`src/include/fpc_pkg.sv`:
```
// Summary of operation
// - Unlock key register is write only and always reads as zero.
// - Key writes form an unlock sequence guarding flash program and erase.
// - Whole-array erase ignores the target address.
// - Page erase uses the target address to pick one page.
// - Row program uses the target address as the row to program.
// - Word program uses the target address as the word location.
// - Control and target address have clear, set, invert aliases at +4, +8, +c.
// - Reset clears all six registers to zero.
// - Unimplemented bits ignore writes and read as zero.
// - Target address is a full 32-bit read/write register.
package fpc_pkg;
    localparam logic [15:0] CTRL_OFS = 16'hf400;
    localparam logic [15:0] KEY_OFS = 16'hf410;
    localparam logic [15:0] ADDR_OFS = 16'hf420;
    localparam logic [15:0] DATA_OFS = 16'hf430;
    localparam logic [15:0] SRC_OFS = 16'hf440;
    localparam logic [15:0] IRQ_STAT_OFS = 16'hf450;
    localparam logic [15:0] IRQ_MASK_OFS = 16'hf460;
    localparam logic [3:0] ALIAS_CLR = 4'h4;
    localparam logic [3:0] ALIAS_SET = 4'h8;
    localparam logic [3:0] ALIAS_INV = 4'hc;
    localparam logic [31:0] RESET_VALUE = 32'h00000000;
    // Control register fields.
    localparam int START_BIT = 15;
    localparam int PERMIT_BIT = 14;
    localparam int FAULT_BIT = 13;
    localparam int LV_FAULT_BIT = 12;
    localparam int LV_STATE_BIT = 11;
    localparam logic [31:0] CTRL_SW_MASK = 32'h0000f00f;
    // Unlock key values; arbitrary values chosen for this block.
    localparam logic [31:0] KEY_FIRST = 32'h12345678;
    localparam logic [31:0] KEY_SECOND = 32'h87654321;
    // Operation codes.
    localparam logic [3:0] OP_NONE = 4'h0;
    localparam logic [3:0] OP_WORD = 4'h1;
    localparam logic [3:0] OP_ROW = 4'h3;
    localparam logic [3:0] OP_PAGE = 4'h4;
    localparam logic [3:0] OP_ARRAY = 4'h5;
    localparam logic [31:0] WORD_ALIGN = 32'hfffffffc;
    localparam logic [31:0] ROW_ALIGN = 32'hffffff80;
    localparam logic [31:0] PAGE_ALIGN = 32'hfffffc00;
    // Status events: bit 0 operation done, bit 1 fault.
    localparam logic [31:0] IRQ_BITS = 32'h00000003;
    typedef struct packed {
        logic [3:0] op;
        logic [31:0] addr;
        logic [31:0] data;
        logic [31:0] src;
    } fpc_cmd_type;
    typedef enum logic [2:0] {
        LK_IDLE = 3'b001,
        LK_ONE = 3'b010,
        LK_OPEN = 3'b100
    } fpc_lock_type;
endpackage

```
`src/rtl/fpc_regs.sv`:
```
// The strobed register port is this design's own decision.
`timescale 1ns/1ps
module fpc_regs (
    input wire logic clock,
    input wire logic nrst,
    input wire logic [15:0] addr,
    input wire logic [31:0] wdata,
    input wire logic wr,
    input wire logic rd,
    output logic [31:0] rdata,
    output fpc_pkg::fpc_cmd_type cmd,
    output logic cmd_valid,
    input wire logic op_done,
    input wire logic op_fault,
    output logic irq
);
    ////////////////////////////////////////////////////////////////////////
    logic [31:0] ctrl_q, taddr_q, data_q, src_q, stat_q, mask_q;
    logic [31:0] ctrl_d, taddr_d;
    fpc_pkg::fpc_lock_type lock_q;
    logic busy_q, done_s, fault_s;
    logic [15:0] base;
    logic [3:0] sub;
    logic start_req;
    assign base = {addr[15:4], 4'h0};
    assign sub = addr[3:0];
    // Inputs from the flash array sit on other logic; synchronise anyway.
    logic [1:0] done_sy, fault_sy;
    always_ff @(posedge clock or negedge nrst) begin
        if (!nrst) begin
            done_sy <= 2'b00;
            fault_sy <= 2'b00;
        end else begin
            done_sy <= {done_sy[0], op_done};
            fault_sy <= {fault_sy[0], op_fault};
        end
    end
    assign done_s = done_sy[1] & busy_q;
    assign fault_s = fault_sy[1] & busy_q;

    ////////////////////////////////////////////////////////////////////////
    // Alias decode shared by control and target address.
    function automatic logic [31:0] alias_upd(input logic [31:0] cur, input logic [31:0] w,
                                              input logic [3:0] s);
        logic [31:0] r;
        r = cur;
        case (s)
            4'h0: r = w;
            fpc_pkg::ALIAS_CLR: r = cur & ~w;
            fpc_pkg::ALIAS_SET: r = cur | w;
            fpc_pkg::ALIAS_INV: r = cur ^ w;
            default: r = cur;
        endcase
        return r;
    endfunction

    always_comb begin
        ctrl_d = ctrl_q;
        if (wr && base == fpc_pkg::CTRL_OFS) begin
            // Hardware-owned bits are kept; only software bits take the alias update.
            ctrl_d = (alias_upd(ctrl_q, wdata, sub) & fpc_pkg::CTRL_SW_MASK)
                     | (ctrl_q & ~fpc_pkg::CTRL_SW_MASK);
        end
    end
    assign taddr_d = (wr && base == fpc_pkg::ADDR_OFS) ? alias_upd(taddr_q, wdata, sub) : taddr_q;

    // Start is only honoured from the open state and with the permit bit set.
    assign start_req = ctrl_d[fpc_pkg::START_BIT] & ~ctrl_q[fpc_pkg::START_BIT]
                       & ctrl_d[fpc_pkg::PERMIT_BIT] & (lock_q == fpc_pkg::LK_OPEN);

    // A first key word always restarts the sequence, so a repeated or abandoned attempt
    // never leaves the lock stuck closed for the next correct pair.
    logic key1_wr, key2_wr;
    assign key1_wr = wr && addr == fpc_pkg::KEY_OFS && wdata == fpc_pkg::KEY_FIRST;
    assign key2_wr = wr && addr == fpc_pkg::KEY_OFS && wdata == fpc_pkg::KEY_SECOND;

    ////////////////////////////////////////////////////////////////////////
    always_ff @(posedge clock or negedge nrst) begin
        if (!nrst) begin
            lock_q <= fpc_pkg::LK_IDLE;
        end else if (wr || rd) begin
            // Any access other than the expected next step closes the lock.
            case (lock_q)
                fpc_pkg::LK_IDLE: lock_q <= key1_wr ? fpc_pkg::LK_ONE : fpc_pkg::LK_IDLE;
                fpc_pkg::LK_ONE: lock_q <= key2_wr ? fpc_pkg::LK_OPEN
                    : (key1_wr ? fpc_pkg::LK_ONE : fpc_pkg::LK_IDLE);
                fpc_pkg::LK_OPEN: lock_q <= key1_wr ? fpc_pkg::LK_ONE : fpc_pkg::LK_IDLE;
                default: lock_q <= fpc_pkg::LK_IDLE;
            endcase
        end
    end

    always_ff @(posedge clock or negedge nrst) begin
        if (!nrst) begin
            ctrl_q <= fpc_pkg::RESET_VALUE;
            busy_q <= 1'b0;
        end else begin
            ctrl_q <= ctrl_d;
            if (busy_q) begin
                ctrl_q[fpc_pkg::START_BIT] <= ~(done_s | fault_s);
            end else if (!start_req) begin
                ctrl_q[fpc_pkg::START_BIT] <= 1'b0;
            end
            if (fault_s) begin
                ctrl_q[fpc_pkg::FAULT_BIT] <= 1'b1;
            end
            ctrl_q[fpc_pkg::LV_STATE_BIT] <= 1'b0;
            if (start_req && !busy_q) begin
                busy_q <= 1'b1;
            end else if (done_s || fault_s) begin
                busy_q <= 1'b0;
            end
        end
    end

    always_ff @(posedge clock or negedge nrst) begin
        if (!nrst) begin
            taddr_q <= fpc_pkg::RESET_VALUE;
            data_q <= fpc_pkg::RESET_VALUE;
            src_q <= fpc_pkg::RESET_VALUE;
        end else begin
            taddr_q <= taddr_d;
            if (wr && addr == fpc_pkg::DATA_OFS) begin
                data_q <= wdata;
            end
            if (wr && addr == fpc_pkg::SRC_OFS) begin
                src_q <= wdata;
            end
        end
    end

    ////////////////////////////////////////////////////////////////////////
    // Command issued to the array; the address is aligned to the operation.
    always_ff @(posedge clock or negedge nrst) begin
        if (!nrst) begin
            cmd <= '0;
            cmd_valid <= 1'b0;
        end else begin
            cmd_valid <= start_req && !busy_q;
            if (start_req && !busy_q) begin
                cmd.op <= ctrl_d[3:0];
                cmd.data <= data_q;
                cmd.src <= src_q;
                case (ctrl_d[3:0])
                    fpc_pkg::OP_WORD: cmd.addr <= taddr_d & fpc_pkg::WORD_ALIGN;
                    fpc_pkg::OP_ROW: cmd.addr <= taddr_d & fpc_pkg::ROW_ALIGN;
                    fpc_pkg::OP_PAGE: cmd.addr <= taddr_d & fpc_pkg::PAGE_ALIGN;
                    fpc_pkg::OP_ARRAY: cmd.addr <= fpc_pkg::RESET_VALUE;
                    default: cmd.addr <= fpc_pkg::RESET_VALUE;
                endcase
            end
        end
    end

    ////////////////////////////////////////////////////////////////////////
    // Status is read-to-clear; a new event in the read cycle still sets.
    logic rd_stat;
    assign rd_stat = rd && addr == fpc_pkg::IRQ_STAT_OFS;
    always_ff @(posedge clock or negedge nrst) begin
        if (!nrst) begin
            stat_q <= fpc_pkg::RESET_VALUE;
            mask_q <= fpc_pkg::RESET_VALUE;
            irq <= 1'b0;
        end else begin
            stat_q <= ((rd_stat ? 32'h00000000 : stat_q) | {30'h0, fault_s, done_s})
                      & fpc_pkg::IRQ_BITS;
            if (wr && addr == fpc_pkg::IRQ_MASK_OFS) begin
                mask_q <= wdata & fpc_pkg::IRQ_BITS;
            end
            irq <= |(((rd_stat ? 32'h00000000 : stat_q) | {30'h0, fault_s, done_s}) & mask_q);
        end
    end

    always_ff @(posedge clock or negedge nrst) begin
        if (!nrst) begin
            rdata <= fpc_pkg::RESET_VALUE;
        end else if (rd) begin
            case (base)
                fpc_pkg::CTRL_OFS: rdata <= ctrl_q & fpc_pkg::CTRL_SW_MASK
                    | (ctrl_q & (32'h1 << fpc_pkg::LV_STATE_BIT));
                fpc_pkg::KEY_OFS: rdata <= fpc_pkg::RESET_VALUE;
                fpc_pkg::ADDR_OFS: rdata <= taddr_q;
                fpc_pkg::DATA_OFS: rdata <= data_q;
                fpc_pkg::SRC_OFS: rdata <= src_q;
                fpc_pkg::IRQ_STAT_OFS: rdata <= stat_q;
                fpc_pkg::IRQ_MASK_OFS: rdata <= mask_q;
                default: rdata <= fpc_pkg::RESET_VALUE;
            endcase
        end else begin
            rdata <= fpc_pkg::RESET_VALUE;
        end
    end
endmodule

```
`config.mk`:
```
export PLATFORM = sky130hd
export DESIGN_NAME = fpc_regs
export DESIGN_NICKNAME = d
export VERILOG_FILES = /design/src/include/fpc_pkg.sv /design/src/rtl/fpc_regs.sv
export SDC_FILE = /design/constraint.sdc
export NUM_CORES = 1
export LEC_CHECK = 0
export BUFFER_PORTS_ARGS = -buffer_cell sky130_fd_sc_hd__buf_2
export CORE_ASPECT_RATIO = 0.5
export CORE_MARGIN = 2
export CORE_UTILIZATION = 45
export CTS_BUF_LIST = sky130_fd_sc_hd__clkbuf_16
export DETAILED_ROUTE_END_ITERATION = 10
export PLACE_DENSITY = 0.64
export REMOVE_ABC_BUFFERS = 1
export SLEW_MARGIN = 10
export SYNTH_ARGS = -nofsm -noshare
export SYNTH_HDL_FRONTEND = slang
export SYNTH_SLANG_ARGS = --single-unit
```
`constraint.sdc`:
```
create_clock -name clock -period 3.09 [get_ports clock]
set_clock_uncertainty 0.15 [all_clocks]
set_input_delay 0.309 -clock clock [delete_from_list [all_inputs] [get_ports clock]]
set_output_delay 0.309 -clock clock [all_outputs]
set_load 0.02 [all_outputs]
```
==> flow_summary.json <==
{
  "status": "complete, no violations",
  "synth_area_um2": 12200,
  "yosysWarningCount": 0,
  "fp.dieH_um": 120,
  "grt_first_pass_wirelength_mm": 51.8,
  "cts_hold_buffers": 33,
  "final_common_cell": "dfrtp_1",
  "cts_setup_buffers": 0,
  "ir_worst_vdd_mv": 0.345,
  "n_fill_cell": 2208,
  "p_per_area_nw_per_um2": 445,
  "cts.clk_slew.worst_paths_ps": 60,
  "async_flop_share_pct": 100,
  "ys_seq_elements": 248,
  "port_buffers": 185,
  "arrival_ps": 3130,
  "crit_path_cell_trace": "dlygate4sd3_1, buf_2, or3b_2, nor4_2, nand4_1, buf_12, inv_1, o211a_1, buf_12, a22o_1",
  "hold_class": "input port to register",
  "crit_path_end_kind": "register",
  "grt.total_usage_pct": 23.5,
  "initial_core_util_pct": 45.9,
  "vias": 8849,
  "die_w_um": 236,
  "cts_tree": "built",
  "drt-vias-per-instance": 5.69,
  "grt_overflow": 0,
  "final_cell_mix": "247 x dfrtp_1, 183 x buf_2, 127 x mux2_1",
  "remaining_drc_errors": 0,
  "fin_cells": 1556,
  "final-setup-viol-count": 0,
  "crit_top_cell": "buf_12",
  "synth_ff_type": "dfrtp_1",
  "critical-path-max-stage-delay_ps": 550,
  "drtIter0Drc": 606,
  "avgSynthCellArea_um2": 12.6,
  "cts_buffers": 24,
  "hold_violations": 0,
  "htree_num_levels": 1,
  "clock-root-buffer": "clkbuf_16",
  "hpwl_mm": 22.5,
  "insertion_delay_ps": 540,
  "drive_gt1_share_pct": 26.0,
  "cts_resized": 0,
  "rsz0062_at_grt": "false",
  "cp-start-kind": "input port",
  "synth_edf_count": 0,
  "drt.antenna.violating_nets": 0,
  "rows": 42,
  "final.setup.tns_ps": 0,
  "dp_cells": 1483,
  "max_freq_mhz": 355,
  "critPathSlowestCell": "dlygate4sd3_1",
  "clockBufferDepth": 3,
  "cts.sinks": 248,
  "drt_pre_antenna_iters": 6,
  "drv_slew": 0,
  "netlist.area_leader.share_pct": 50.8,
  "die-area_um2": 28400,
  "nets": 1324,
  "cap_violations": 0,
  "synth_cells": 969,
  "crit_required_ps": 3410,
  "area_growth_pct": 21.1,
  "grt_max_degree": 78,
  "tightest_slew_ps": 705,
  "synth_top_area_cell": "dfrtp_1",
  "pin_count": 188,
  "routedWlPerCell_um": 21.3,
  "core_area_um2": 26500,
  "relSlewSlack_pct": 52.9,
  "reg2reg_slack_ps": 350,
  "seq_area_frac_synth_pct": 51.0,
  "fin_crit_ps": 2820,
  "crit_buf_inv": 5,
  "antenna_found_initial": 1,
  "synth.area.top_cells": "dfrtp_1 51%, mux2_1 12%, ha_1 8.2%",
  "ys_types": 62,
  "worstSetupPathType": "input port to register",
  "post-route-period-util_pct": 91.1,
  "p_leak_nw": 7.87,
  "wl_mm": 33.1,
  "gp_congestion": 0.845,
  "cpLargestDelayFamily": "buffers and inverters",
  "cp_max_fo": 26,
  "grt_pass1_vias": 9126
}
## cell type report
type	count	area, um2	area share (%)
diodes	1	2.50	0.0170
clock buffers	25	626	4.25
inverters	96	360	2.45
repair buffers	255	1630	11.1
flip-flops and latches	248	6210	42.1
well taps	352	440	2.99
clock inverters	14	111	0.756
multi-input cells	565	5350	36.3
## cells by family after synthesis
logic type,synth area share (%)
AO/OA/AOI/OAI,9.87
buffers and inverters,5.32
XOR/XNOR,0.144
flip-flops,51.0
other,0.0308
multiplexers,18.8
adder cells (fa/ha/maj),8.23
AND/OR/NAND/NOR,6.52
## routing by layer
metal  wire length, um  vias to the layer above  track usage (%)
li1                  -                     3916                -
met1             15200                     4610             33.3
met2             15300                      279             37.2
met3              2030                       44             4.59
met4               633                        0             6.05
met5                 0                        -                0
## flip-flops by register name (all words and copies together) (netlist names), 3 cells and up, named ones only
signal	count
cmd	98
data_q	32
rdata	32
src_q	32
taddr_q	32
ctrl_q	7
lock_q	3
## metrics by stage
step | util [%] | worst slack (ps) | hold WS, ps | cell area [um2] | total power, mW
6_report | 55.6 | 275 | 22.4 | 14700 | 6.55
5_1_grt | 55.6 | 205 | 11.4 | 14700 | 6.78
4_1_cts | 55.6 | 334 | 4.87 | 14700 | 6.61
3_5_place_dp | 51.6 | 191 | 182 | 13700 | 3.71
3_3_place_gp | 51.6 | 203 | 177 | 13700 | 3.69
2_1_floorplan | - | -2280 | -137 | 11900 | 3.47
## worst register-to-register path: cells and delay by family (launching register included)
| family | cells | cell delay, ps |
|---|---|---|
| AOI/OAI and AO/OA | 1 | 210 |
| adders and majority gates | 1 | 290 |
| buffers and inverters | 1 | 60 |
| DFF | 1 | 380 |
| muxes | 1 | 510 |
| and+or+nand+nor | 2 | 1070 |
## final timing paths
| path | from | to | cells past startpoint |
|---|---|---|---|
| worst max-delay path | wr | cmd[82] | 10 |
| worst min-delay path | wdata[3] | data_q[3] | 3 |
| worst max register to register | ctrl_q[2] | cmd[68] | 6 |
| worst min register to register | fault_sy[0] | fault_sy[1] | 0 |
| max in group asynchronous | nrst | cmd[49] | 3 |
| min in group asynchronous | nrst | cmd[36] | 2 |
## synthesized netlist by cell type, types with 2 or more instances
master	instances
a2111oi_0	4
a211oi_1	12
a21boi_1	2
a21o_1	4
a21oi_1	22
a221oi_1	2
a222oi_1	28
a22o_1	31
a22oi_1	9
a31o_1	5
and2_0	2
and2_1	5
buf_1	8
buf_2	16
buf_4	6
buf_6	2
clkbuf_1	29
dfrtp_1	247
ha_1	80
inv_1	96
mux2_1	127
mux2_2	21
mux2i_1	13
mux4_2	22
nand2_1	34
nand2b_1	2
nand3_1	3
nand4_1	7
nor2_1	48
nor2b_1	4
nor3_1	5
nor3b_1	3
nor4_1	2
nor4b_1	5
nor4bb_1	6
o211a_1	2
o211ai_1	2
o21ai_0	14
o21ai_1	4
o2bb2ai_1	8
or4_1	4
or4b_2	3
## power by group
part	internal, mW	total (mW)	switching (mW)
clock network	1.61	2.88	1.26
registers	3.25	3.26	0.00360
logic	0.168	0.423	0.255
total	5.03	6.55	1.52
Note: power is estimated with default switching activity, not from simulation.
